===== src/include/bwdog_regs.svh =====
/*
 Register offsets, field positions, reset values and timing figures of the
 board watchdog setup block.
 Assumes inclusion by bare name from the package and the design files.
*/
`ifndef BWDOG_REGS_SVH
`define BWDOG_REGS_SVH

// Address of the setup register on the static memory bus.
`define BWDOG_SETUP_ADDR      32'h13800000
`define BWDOG_SETUP_RESET     8'h03
`define BWDOG_KICK_BIT        3
`define BWDOG_SEL_MSB         2
`define BWDOG_SEL_LSB         0
// Setup codes: code 3 (reset value) disables the watchdog.
`define BWDOG_CODE_1MS        3'h0
`define BWDOG_CODE_10MS       3'h1
`define BWDOG_CODE_30MS       3'h2
`define BWDOG_CODE_OFF        3'h3
`define BWDOG_CODE_100MS      3'h4
`define BWDOG_CODE_1S         3'h5
`define BWDOG_CODE_10S        3'h6
`define BWDOG_CODE_60S        3'h7
// Periods in milliseconds and the clock rate in kHz.
`define BWDOG_T_1MS           1
`define BWDOG_T_10MS          10
`define BWDOG_T_30MS          30
`define BWDOG_T_100MS         100
`define BWDOG_T_1S            1000
`define BWDOG_T_10S           10000
`define BWDOG_T_60S           60000
`define BWDOG_CLK_KHZ         100000
// Length of the board reset pulse in microseconds.
`define BWDOG_T_PULSE_US      1
`define BWDOG_PULSE_CYC       ((`BWDOG_T_PULSE_US * `BWDOG_CLK_KHZ) / 1000)

`endif


===== src/include/bwdog_pkg.sv =====
/*
 Types shared by the board watchdog setup block.
 Assumes bwdog_regs.svh is on the include path.
*/
`include "bwdog_regs.svh"

package bwdog_pkg;

   typedef enum logic [2:0] {
      BWDOG_IDLE  = 3'b001,
      BWDOG_COUNT = 3'b010,
      BWDOG_FIRE  = 3'b100
   } bwdog_state_t;

   typedef logic [2:0] bwdog_sel_t;

endpackage : bwdog_pkg


===== src/core/bwdog_period.sv =====
/*
 Translates a setup code into a timeout length in clock cycles.
 Assumes a 100 MHz clock; the code to length map is purely combinational.
*/
`include "bwdog_regs.svh"
`timescale 1ns/1ps
`default_nettype none

module bwdog_period #(
   parameter int unsigned CLK_KHZ = `BWDOG_CLK_KHZ
) (
   // Setup code in.
   input  wire  logic [2:0]  sel_i,
   // Period out.
   output logic        [32:0] cycles_o,
   output logic               enabled_o
);

   function automatic logic [32:0] ms_to_cyc(input longint unsigned ms);
      ms_to_cyc = 33'(ms * CLK_KHZ);
   endfunction : ms_to_cyc

   always_comb begin
      enabled_o = 1'b1;
      unique case (sel_i)
         `BWDOG_CODE_1MS:   cycles_o = ms_to_cyc(`BWDOG_T_1MS);
         `BWDOG_CODE_10MS:  cycles_o = ms_to_cyc(`BWDOG_T_10MS);
         `BWDOG_CODE_30MS:  cycles_o = ms_to_cyc(`BWDOG_T_30MS);
         `BWDOG_CODE_100MS: cycles_o = ms_to_cyc(`BWDOG_T_100MS);
         `BWDOG_CODE_1S:    cycles_o = ms_to_cyc(`BWDOG_T_1S);
         `BWDOG_CODE_10S:   cycles_o = ms_to_cyc(`BWDOG_T_10S);
         `BWDOG_CODE_60S:   cycles_o = ms_to_cyc(`BWDOG_T_60S);
         `BWDOG_CODE_OFF: begin
            cycles_o  = '0;
            enabled_o = 1'b0;
         end
      endcase
   end

endmodule : bwdog_period
`default_nettype wire


===== src/core/bwdog_top.sv =====
/*
 Board watchdog: an 8-bit setup register on the static memory bus, selected
 by a dedicated chip select, and a timeout supervisor that pulses a board
 reset when the kick bit stays still for a whole period.
 Assumes bus signals are synchronous to core_clk_i and that each access
 holds its strobe for one cycle.
*/
`include "bwdog_regs.svh"
`timescale 1ns/1ps
`default_nettype none

module bwdog_top #(
   parameter int unsigned CLK_KHZ   = `BWDOG_CLK_KHZ,
   parameter int unsigned PULSE_CYC = `BWDOG_PULSE_CYC,
   // Divides every period, for shortened simulation runs.
   parameter int unsigned TIME_DIV  = 1
) (
   // Clock and reset.
   input  wire  logic        core_clk_i,
   input  wire  logic        arst_n_i,
   // Static memory bus.
   input  wire  logic        periph_cs_n_i,
   input  wire  logic        bus_we_i,
   input  wire  logic        bus_re_i,
   input  wire  logic [31:0] bus_addr_i,
   input  wire  logic [7:0]  bus_wdata_i,
   output logic        [7:0] bus_rdata_o,
   // Board reset and status.
   output logic              board_reset_o,
   output logic              wdog_active_o
);

   logic [7:0]             watchdog_setup;
   logic [32:0]            period_cyc;
   logic                   period_en;
   logic [32:0]            count;
   logic [31:0]            pulse_cnt;
   logic                   kick_q;
   logic                   hit;
   logic                   kick_edge;
   logic [32:0]            limit;
   bwdog_pkg::bwdog_state_t state;

   // Chip select selects this register; address is checked in full.
   assign hit = !periph_cs_n_i && (bus_addr_i == `BWDOG_SETUP_ADDR);

   always_ff @(posedge core_clk_i or negedge arst_n_i) begin
      if (!arst_n_i) begin
         watchdog_setup <= `BWDOG_SETUP_RESET;
      end else if (hit && bus_we_i) begin
         watchdog_setup <= {4'h0, bus_wdata_i[3:0]};
      end
   end

   always_ff @(posedge core_clk_i or negedge arst_n_i) begin
      if (!arst_n_i) begin
         bus_rdata_o <= 8'h00;
      end else if (hit && bus_re_i) begin
         bus_rdata_o <= watchdog_setup;
      end else begin
         bus_rdata_o <= 8'h00;
      end
   end

   bwdog_period #(
      .CLK_KHZ (CLK_KHZ)
   ) u_period (
      .sel_i     (watchdog_setup[`BWDOG_SEL_MSB:`BWDOG_SEL_LSB]),
      .cycles_o  (period_cyc),
      .enabled_o (period_en)
   );

   // Periods shrink by TIME_DIV so that a simulation can reach expiry.
   assign limit = period_cyc / 33'(TIME_DIV);

   // Kick bit of a setup value; the history flop and the edge test share it.
   function automatic logic kick_of(input logic [7:0] setup);
      kick_of = setup[`BWDOG_KICK_BIT];
   endfunction : kick_of

   // The history flop resets to the reset level of the kick bit, so that
   // no false kick is seen on the first cycle after reset.
   always_ff @(posedge core_clk_i or negedge arst_n_i) begin
      if (!arst_n_i) begin
         kick_q <= 1'b0;
      end else begin
         kick_q <= kick_of(watchdog_setup);
      end
   end

   // Both rising and falling kick edges restart the count.
   assign kick_edge = kick_q != kick_of(watchdog_setup);

   logic                    expired;
   logic                    pulse_done;
   bwdog_pkg::bwdog_state_t next_state;

   // The count reaches the selected period on this cycle.
   assign expired    = (count + 33'd1) >= limit;
   // This is the last cycle of the board reset pulse.
   assign pulse_done = (pulse_cnt + 32'd1) >= 32'(PULSE_CYC);

   // A kick in the very cycle of expiry wins, so a late kick still saves
   // the board.
   always_comb begin
      next_state = state;
      unique case (state)
         bwdog_pkg::BWDOG_IDLE: begin
            if (period_en) begin
               next_state = bwdog_pkg::BWDOG_COUNT;
            end
         end
         bwdog_pkg::BWDOG_COUNT: begin
            if (!period_en) begin
               next_state = bwdog_pkg::BWDOG_IDLE;
            end else if (!kick_edge && expired) begin
               next_state = bwdog_pkg::BWDOG_FIRE;
            end
         end
         bwdog_pkg::BWDOG_FIRE: begin
            if (pulse_done) begin
               next_state = bwdog_pkg::BWDOG_IDLE;
            end
         end
         default: begin
            next_state = bwdog_pkg::BWDOG_IDLE;
         end
      endcase
   end

   always_ff @(posedge core_clk_i or negedge arst_n_i) begin
      if (!arst_n_i) begin
         state <= bwdog_pkg::BWDOG_IDLE;
      end else begin
         state <= next_state;
      end
   end

   // The count only runs while counting; every other state holds it at
   // zero, which also clears it while the reset pulse is out.
   always_ff @(posedge core_clk_i or negedge arst_n_i) begin
      if (!arst_n_i) begin
         count <= '0;
      end else if (state != bwdog_pkg::BWDOG_COUNT) begin
         count <= '0;
      end else if (!period_en || kick_edge || expired) begin
         count <= '0;
      end else begin
         count <= count + 33'd1;
      end
   end

   // The pulse length counter sits at zero outside the pulse.
   always_ff @(posedge core_clk_i or negedge arst_n_i) begin
      if (!arst_n_i) begin
         pulse_cnt <= '0;
      end else if ((state == bwdog_pkg::BWDOG_FIRE) && !pulse_done) begin
         pulse_cnt <= pulse_cnt + 32'd1;
      end else begin
         pulse_cnt <= '0;
      end
   end

   // The board reset is self-timed; software cannot cut it short.
   always_ff @(posedge core_clk_i or negedge arst_n_i) begin
      if (!arst_n_i) begin
         board_reset_o <= 1'b0;
      end else begin
         board_reset_o <= (state == bwdog_pkg::BWDOG_FIRE);
      end
   end

   always_ff @(posedge core_clk_i or negedge arst_n_i) begin
      if (!arst_n_i) begin
         wdog_active_o <= 1'b0;
      end else begin
         wdog_active_o <= period_en;
      end
   end

endmodule : bwdog_top
`default_nettype wire


===== config.mk =====
export PLATFORM = sky130hd
export DESIGN_NAME = bwdog_top
export DESIGN_NICKNAME = d
export VERILOG_FILES = /design/src/include/bwdog_pkg.sv /design/src/core/bwdog_period.sv /design/src/core/bwdog_top.sv
export VERILOG_INCLUDE_DIRS = /design/src /design/src/include
export SDC_FILE = /design/constraint.sdc
export NUM_CORES = 1
export LEC_CHECK = 0
export ABC_CLOCK_PERIOD_IN_PS = 3800
export BUFFER_PORTS_ARGS = -buffer_cell sky130_fd_sc_hd__buf_4
export CAP_MARGIN = 40
export CORE_ASPECT_RATIO = 1.5
export CORE_MARGIN = 5
export CORE_UTILIZATION = 54
export DETAILED_ROUTE_END_ITERATION = 10
export PLACE_DENSITY_LB_ADDON = 0.12
export SYNTH_ARGS = -nofsm -noshare
export SYNTH_HDL_FRONTEND = slang
export SYNTH_SLANG_ARGS = --single-unit

===== constraint.sdc =====
create_clock -name core_clk_i -period 3.8 [get_ports core_clk_i]
set_input_delay 0.57 -clock core_clk_i [delete_from_list [all_inputs] [get_ports core_clk_i]]
set_output_delay 0.57 -clock core_clk_i [all_outputs]
set_load 0.01 [all_outputs]

# After elaboration in Yosys (flattened, before gate mapping)
# Cells that the tools add are included.
[op_classes]
mux = 11
n_lt_le_gt_ge = 2
eq_ne = 16
n_reduce_logical = 12
add_sub_neg = 2
[op_table]
columns = ["operator", "n"]
rows = [
  ["33-bit case mux with 8 select lines", 1],
  ["33-bit 2-to-1 mux", 2],
  ["33-bit by 1-bit adder with 33-bit output, second input constant", 1],
  ["33-bit >= comparator", 1],
  ["32-bit by 1-bit adder with 32-bit output, second input constant", 1],
  ["32-bit by 29-bit equality test with 1-bit output, second input constant", 1],
  ["32-bit by 7-bit >= comparator with 1-bit output, second input constant", 1],
  ["32-bit 2-to-1 mux", 1],
  ["3-bit equality test, second input constant", 5],
  ["3-bit 2-to-1 mux", 4],
  ["3-bit by 2-bit equality test with 1-bit output, second input constant", 3],
  ["3-bit case mux with 3 select lines", 1],
  ["3-bit by 1-bit equality test with 1-bit output, second input constant", 2],
  ["1-bit logical AND", 5],
  ["4-bit 2-to-1 mux", 1],
  ["2-bit != test, second input constant", 2],
  ["1-bit logical NOT", 3],
  ["3-bit logical NOT", 1],
  ["3-bit by 2-bit != test with 1-bit output, second input constant", 1],
  ["3-bit != test, second input constant", 1],
  ["3-bit AND reduction", 1],
  ["1-bit logical OR", 2],
  ["1-bit 2-to-1 mux", 1],
  ["1-bit != test", 1],
]
[totals]
output_inout_bits = 10
reg_bits = 79
in_bits = 45
elab_cells = 51

# Longest topological paths before layout
[logic_depth]
ltp_word = 7
mapped_depth = 17
depth_no_buf = 15

# Cells and area by module
# A second synthesis with hierarchy kept.
[unflattened]
cells_unflattened = 556
hier_area_um2 = 5282.6
[modules_own_cells]
columns = ["module", "area_per_inst_um2", "n_inst", "seq_area_each_um2", "cells_per_inst"]
rows = [
  ["bwdog_top", 5001.0, 1, 1980.6, 513],
  ["bwdog_period", 281.5, 1, 0.0, 43],
]

# Worst setup path before layout
# OpenSTA, ideal clock, no wires.
[synth_timing]
path_type = "flip-flop to flip-flop"
startpoint = "register count[0]"
endpoint = "register count[10]"
path_stages_with_launch = 17
period_less_slack_ps = 3786
t_required_ps = 3681
arrival_ps = 3667
setup_slack_ps = 14
setup_time_ps = 119
path_buffers = 1
cell_sequence = "dfrtp_1 > ha_1 > nand3_2 > or4_4 > nor2_1 > nand2_1 > xnor2_1 > ha_1 > nand2_1 > nor4_1 > nand3_1 > nor4b_1 > mux2i_1 > a41oi_1 > or2_4 > buf_6 > nor2b_2"
[synth_between]
elab_chain_cells = 5
[synth_rtl]
columns = ["element", "line", "source"]
rows = [
  ["from (decl)", "bwdog_top.sv:36", "logic [32:0] count;"],
  ["from (signal assigned)", "bwdog_top.sv:149", "count <= count + 33'd1;"],
  ["33-bit by 1-bit adder with 33-bit output (*)", "bwdog_top.sv:99, bwdog_top.sv:149", ""],
  ["33-bit >= comparator", "bwdog_top.sv:99", "assign expired = (count + 33'd1) >= limit;"],
  ["1-bit logical OR", "bwdog_top.sv:146", "end else if (!period_en || kick_edge || expired) begin"],
  ["33-bit 2-to-1 mux (*)", "bwdog_top.sv:146", ""],
  ["33-bit 2-to-1 mux (*)", "bwdog_top.sv:144", "end else if (state != bwdog_pkg::BWDOG_COUNT) begin"],
]
# Mark *: on every way between the ends. The rest lies on a longest branch, timed or not.
# A chain may end at the register's enable or synchronous reset.

# Final worst setup path
[layout_timing]
startpoint = "register count[7]"
endpoint = "register count[6]"
[layout_between]
elab_chain_cells = 5
[layout_rtl]
columns = ["element", "line"]
rows = [
  ["33-bit by 1-bit adder with 33-bit output", "bwdog_top.sv:99"],
  ["33-bit >= comparator", "bwdog_top.sv:99"],
  ["1-bit logical OR", "bwdog_top.sv:146"],
  ["33-bit 2-to-1 mux", "bwdog_top.sv:146"],
  ["33-bit 2-to-1 mux", "bwdog_top.sv:144"],
]
# No other way between the ends.

==> out/metrics.yaml <==
outcome: "complete, no violations"
power-per-cell-area_mw_per_mm2: 283
dieHeight_microns: 128
synth_flop_cell: "dfrtp_1"
dieArea_sq_mm: 0.0113
rows: 43
arrival_ns: 4.02
yosysUniqueCellTypes: 63
antenna_found_initial: 0
synth_edf_count: 0
start_util: 0.547
overflow: 0
tns_ns: 0
grtUsageMet3: 0.0412
place_congestion: 0.923
port_buffers: 46
seq_area_sq_mm: 0.00198
wirelength_microns: 12300
worst_ep_required_time_ns: 4.03
placed_cell_area_sq_mm: 0.00587
critical_path.cell_chain: "nand4_1 -> or4_4 -> nor2_4 -> nand2_2 -> xnor2_2 -> ha_1 -> nand4_1 -> nor4_2 -> buf_4 -> buf_6 -> o221a_1 -> a311o_1 -> nand4_1 -> a41oi_2 -> or2_4 -> buf_12 -> nor2b_1"
grt_pass1_wl_microns: 20300
slowest_stage: "or4_4"
cts_max_path_buffers: 2
synthToLayoutAreaGrowth_pct: 28.1
insertedDiodeCount: 0
path_clk_slew_ns: 0.06
setup_violations: 0
fillCellCount: 729
worst_slack_ns: 0.0128
cap_violations: 0
avgViaCountPerCell: 5.76
grt_max_degree: 51
ys_seq_area_frac: 0.396
hold_buffers: 0
hold_viol_final: 0
min_path_type: "in2async"
met2_usage: 0.430
synth-async-reset-ratio: 1.00
ant_nets: 0
io_pins: 55
period_share: 0.997
crit_type: "reg2reg"
grt_usage: 0.233
gr-max-usage-layer: "met2"
ys_warn_count: 0
htree_levels: 3
dp_hpwl_microns: 9730
critPathBufInv: 3
cp-start-kind: "flop"
crit_path_max_fanout: 14
cts_tree: "done"
final_common_cell: "buf_4"
drtIter0Drc: 154
use_met1: 0.232
final_area_sq_mm: 0.00641
first_pass_iters: 4
final_cell_mix: "91 x buf_4, 76 x dfrtp_1, 36 x nand2_1"
irDropWorstVdd_mv: 0.249
die_w_microns: 88.6
avgSynthCellArea_sq_um: 9.76
worstSkewPairLatency_ns: 0.34
finalCriticalPeriod_ns: 3.79
leakagePower_nw: 2.88
cts_sinks: 79
core-area_sq_mm: 0.00915
routedWlPerCell_microns: 16.4
worstSetupEndpointType: "flop"
drc: 0
slew_headroom: 0.599
max_freq_ghz: 0.264
syn_inst: 513
grt_pass1_vias: 4388
synth-seq-cells: 79
final_nets: 712
place_ws_ns: -0.223
tightest_slew_ns: 0.595
crit_top_cell: "nand4_1"
cts_inserted_buffers: 9
total_power_mw: 1.81
cts_root_buf: "clkbuf_16"
synth_area_sq_mm: 0.00501
rsz0062_at_grt: "yes"
multi_input_area_sq_mm: 0.00315
drv_slew: 0
skew_ns: 0.00542
layout-drive-gt1-share: 0.290
path_delay_family: "simple AND/OR/NAND/NOR gates"
dr_total_vias: 4325
slowest_delay_ns: 0.58
[path summary, 6_finish.rpt]
kind | slack [ns] | from | endpoint | cells past startpoint
setup / recovery | 0.01 | count[7] | count[6] | 17
hold / removal | 0.16 | arst_n_i | count[0] | 1
setup reg to reg | 0.01 | count[7] | count[6] | 17
hold reg to reg | 0.44 | watchdog_setup[3] | kick_q | 0
max in group asynchronous | 3.06 | arst_n_i | pulse_cnt[3] | 2
min in group core_clk_i | 0.44 | watchdog_setup[3] | kick_q | 0
[through the flow]
stage / util / std cells / hold slack, ns
2_1_floorplan: - / 541 / 0.274
3_3_place_gp: 0.638 / 725 / 0.419
3_5_place_dp: 0.642 / 727 / 0.428
4_1_cts: 0.679 / 743 / 0.166
5_1_grt: 0.701 / 751 / 0.185
6_report: 0.701 / 751 / 0.158
[cells in the mapped netlist (4+ instances only)]
library cell / instances / area (sq um)
buf_4: 5 / 37.5
mux2i_1: 5 / 50.1
nand3_1: 29 / 145
and2_1: 9 / 56.3
nand2_1: 38 / 143
nor2b_2: 19 / 166
dfrtp_1: 76 / 1900
and3_1: 11 / 68.8
mux2_2: 6 / 67.6
o31ai_1: 4 / 30.0
nor2_1: 36 / 135
a211oi_1: 6 / 45.0
xnor2_1: 27 / 236
a21oi_1: 12 / 60.1
and4_1: 10 / 87.6
inv_1: 10 / 37.5
nor4b_1: 6 / 52.6
o21ai_0: 20 / 100
clkbuf_1: 8 / 30.0
nor3_1: 9 / 45.0
nand2b_1: 6 / 37.5
nor2_2: 7 / 43.8
ha_1: 33 / 413
nor2b_1: 11 / 68.8
nand4_1: 24 / 150
nor4_1: 13 / 81.3
xor2_1: 18 / 158
[flip-flops by register name, summed over array words and instances, names as in the netlist]
name,cells
wdog_active_o,1
board_reset_o,1
watchdog_setup,4
count,33
pulse_cnt,32
state,3
bus_rdata_o,4
kick_q,1
[final cells by class]
cell class	instances	share of cell area
inverters	10	0.00585
flip-flops and latches	79	0.309
clock inverters	5	0.00917
well taps	112	0.0218
clock buffers	11	0.0378
repair buffers	99	0.125
multi-input cells	435	0.491
[report_power, final]
group / total [mW] / switching, mW / internal, mW / leakage, nW
clock network: 0.862 / 0.336 / 0.526 / 0.142
registers: 0.871 / 0.0162 / 0.855 / 1.04
logic: 0.0792 / 0.0371 / 0.0421 / 1.71
[repair_timing]
item | 4_1_cts | 5_1_grt
pin swaps | 4 | 14
buffers inserted | 0 | 8
resized for setup | 8 | 31
setup endpoints to repair | 34 | 34
[kinds of logic after synthesis]
family	share of synthesized area
simple gates	0.302
flops	0.396
compound gates	0.0887
xor+xnor	0.0787
fa+ha+maj	0.0825
buf+inv	0.0287
mux	0.0235
other cells	0.000749
[routing by layer]
metal | routed length [microns] | vias to the layer above
li1 | - | 2081
met1 | 4200 | 2089
met2 | 7140 | 100
met3 | 329 | 55
met4 | 663 | 0
met5 | 0 | -
No activity file was read; power rests on OpenSTA's default activity.
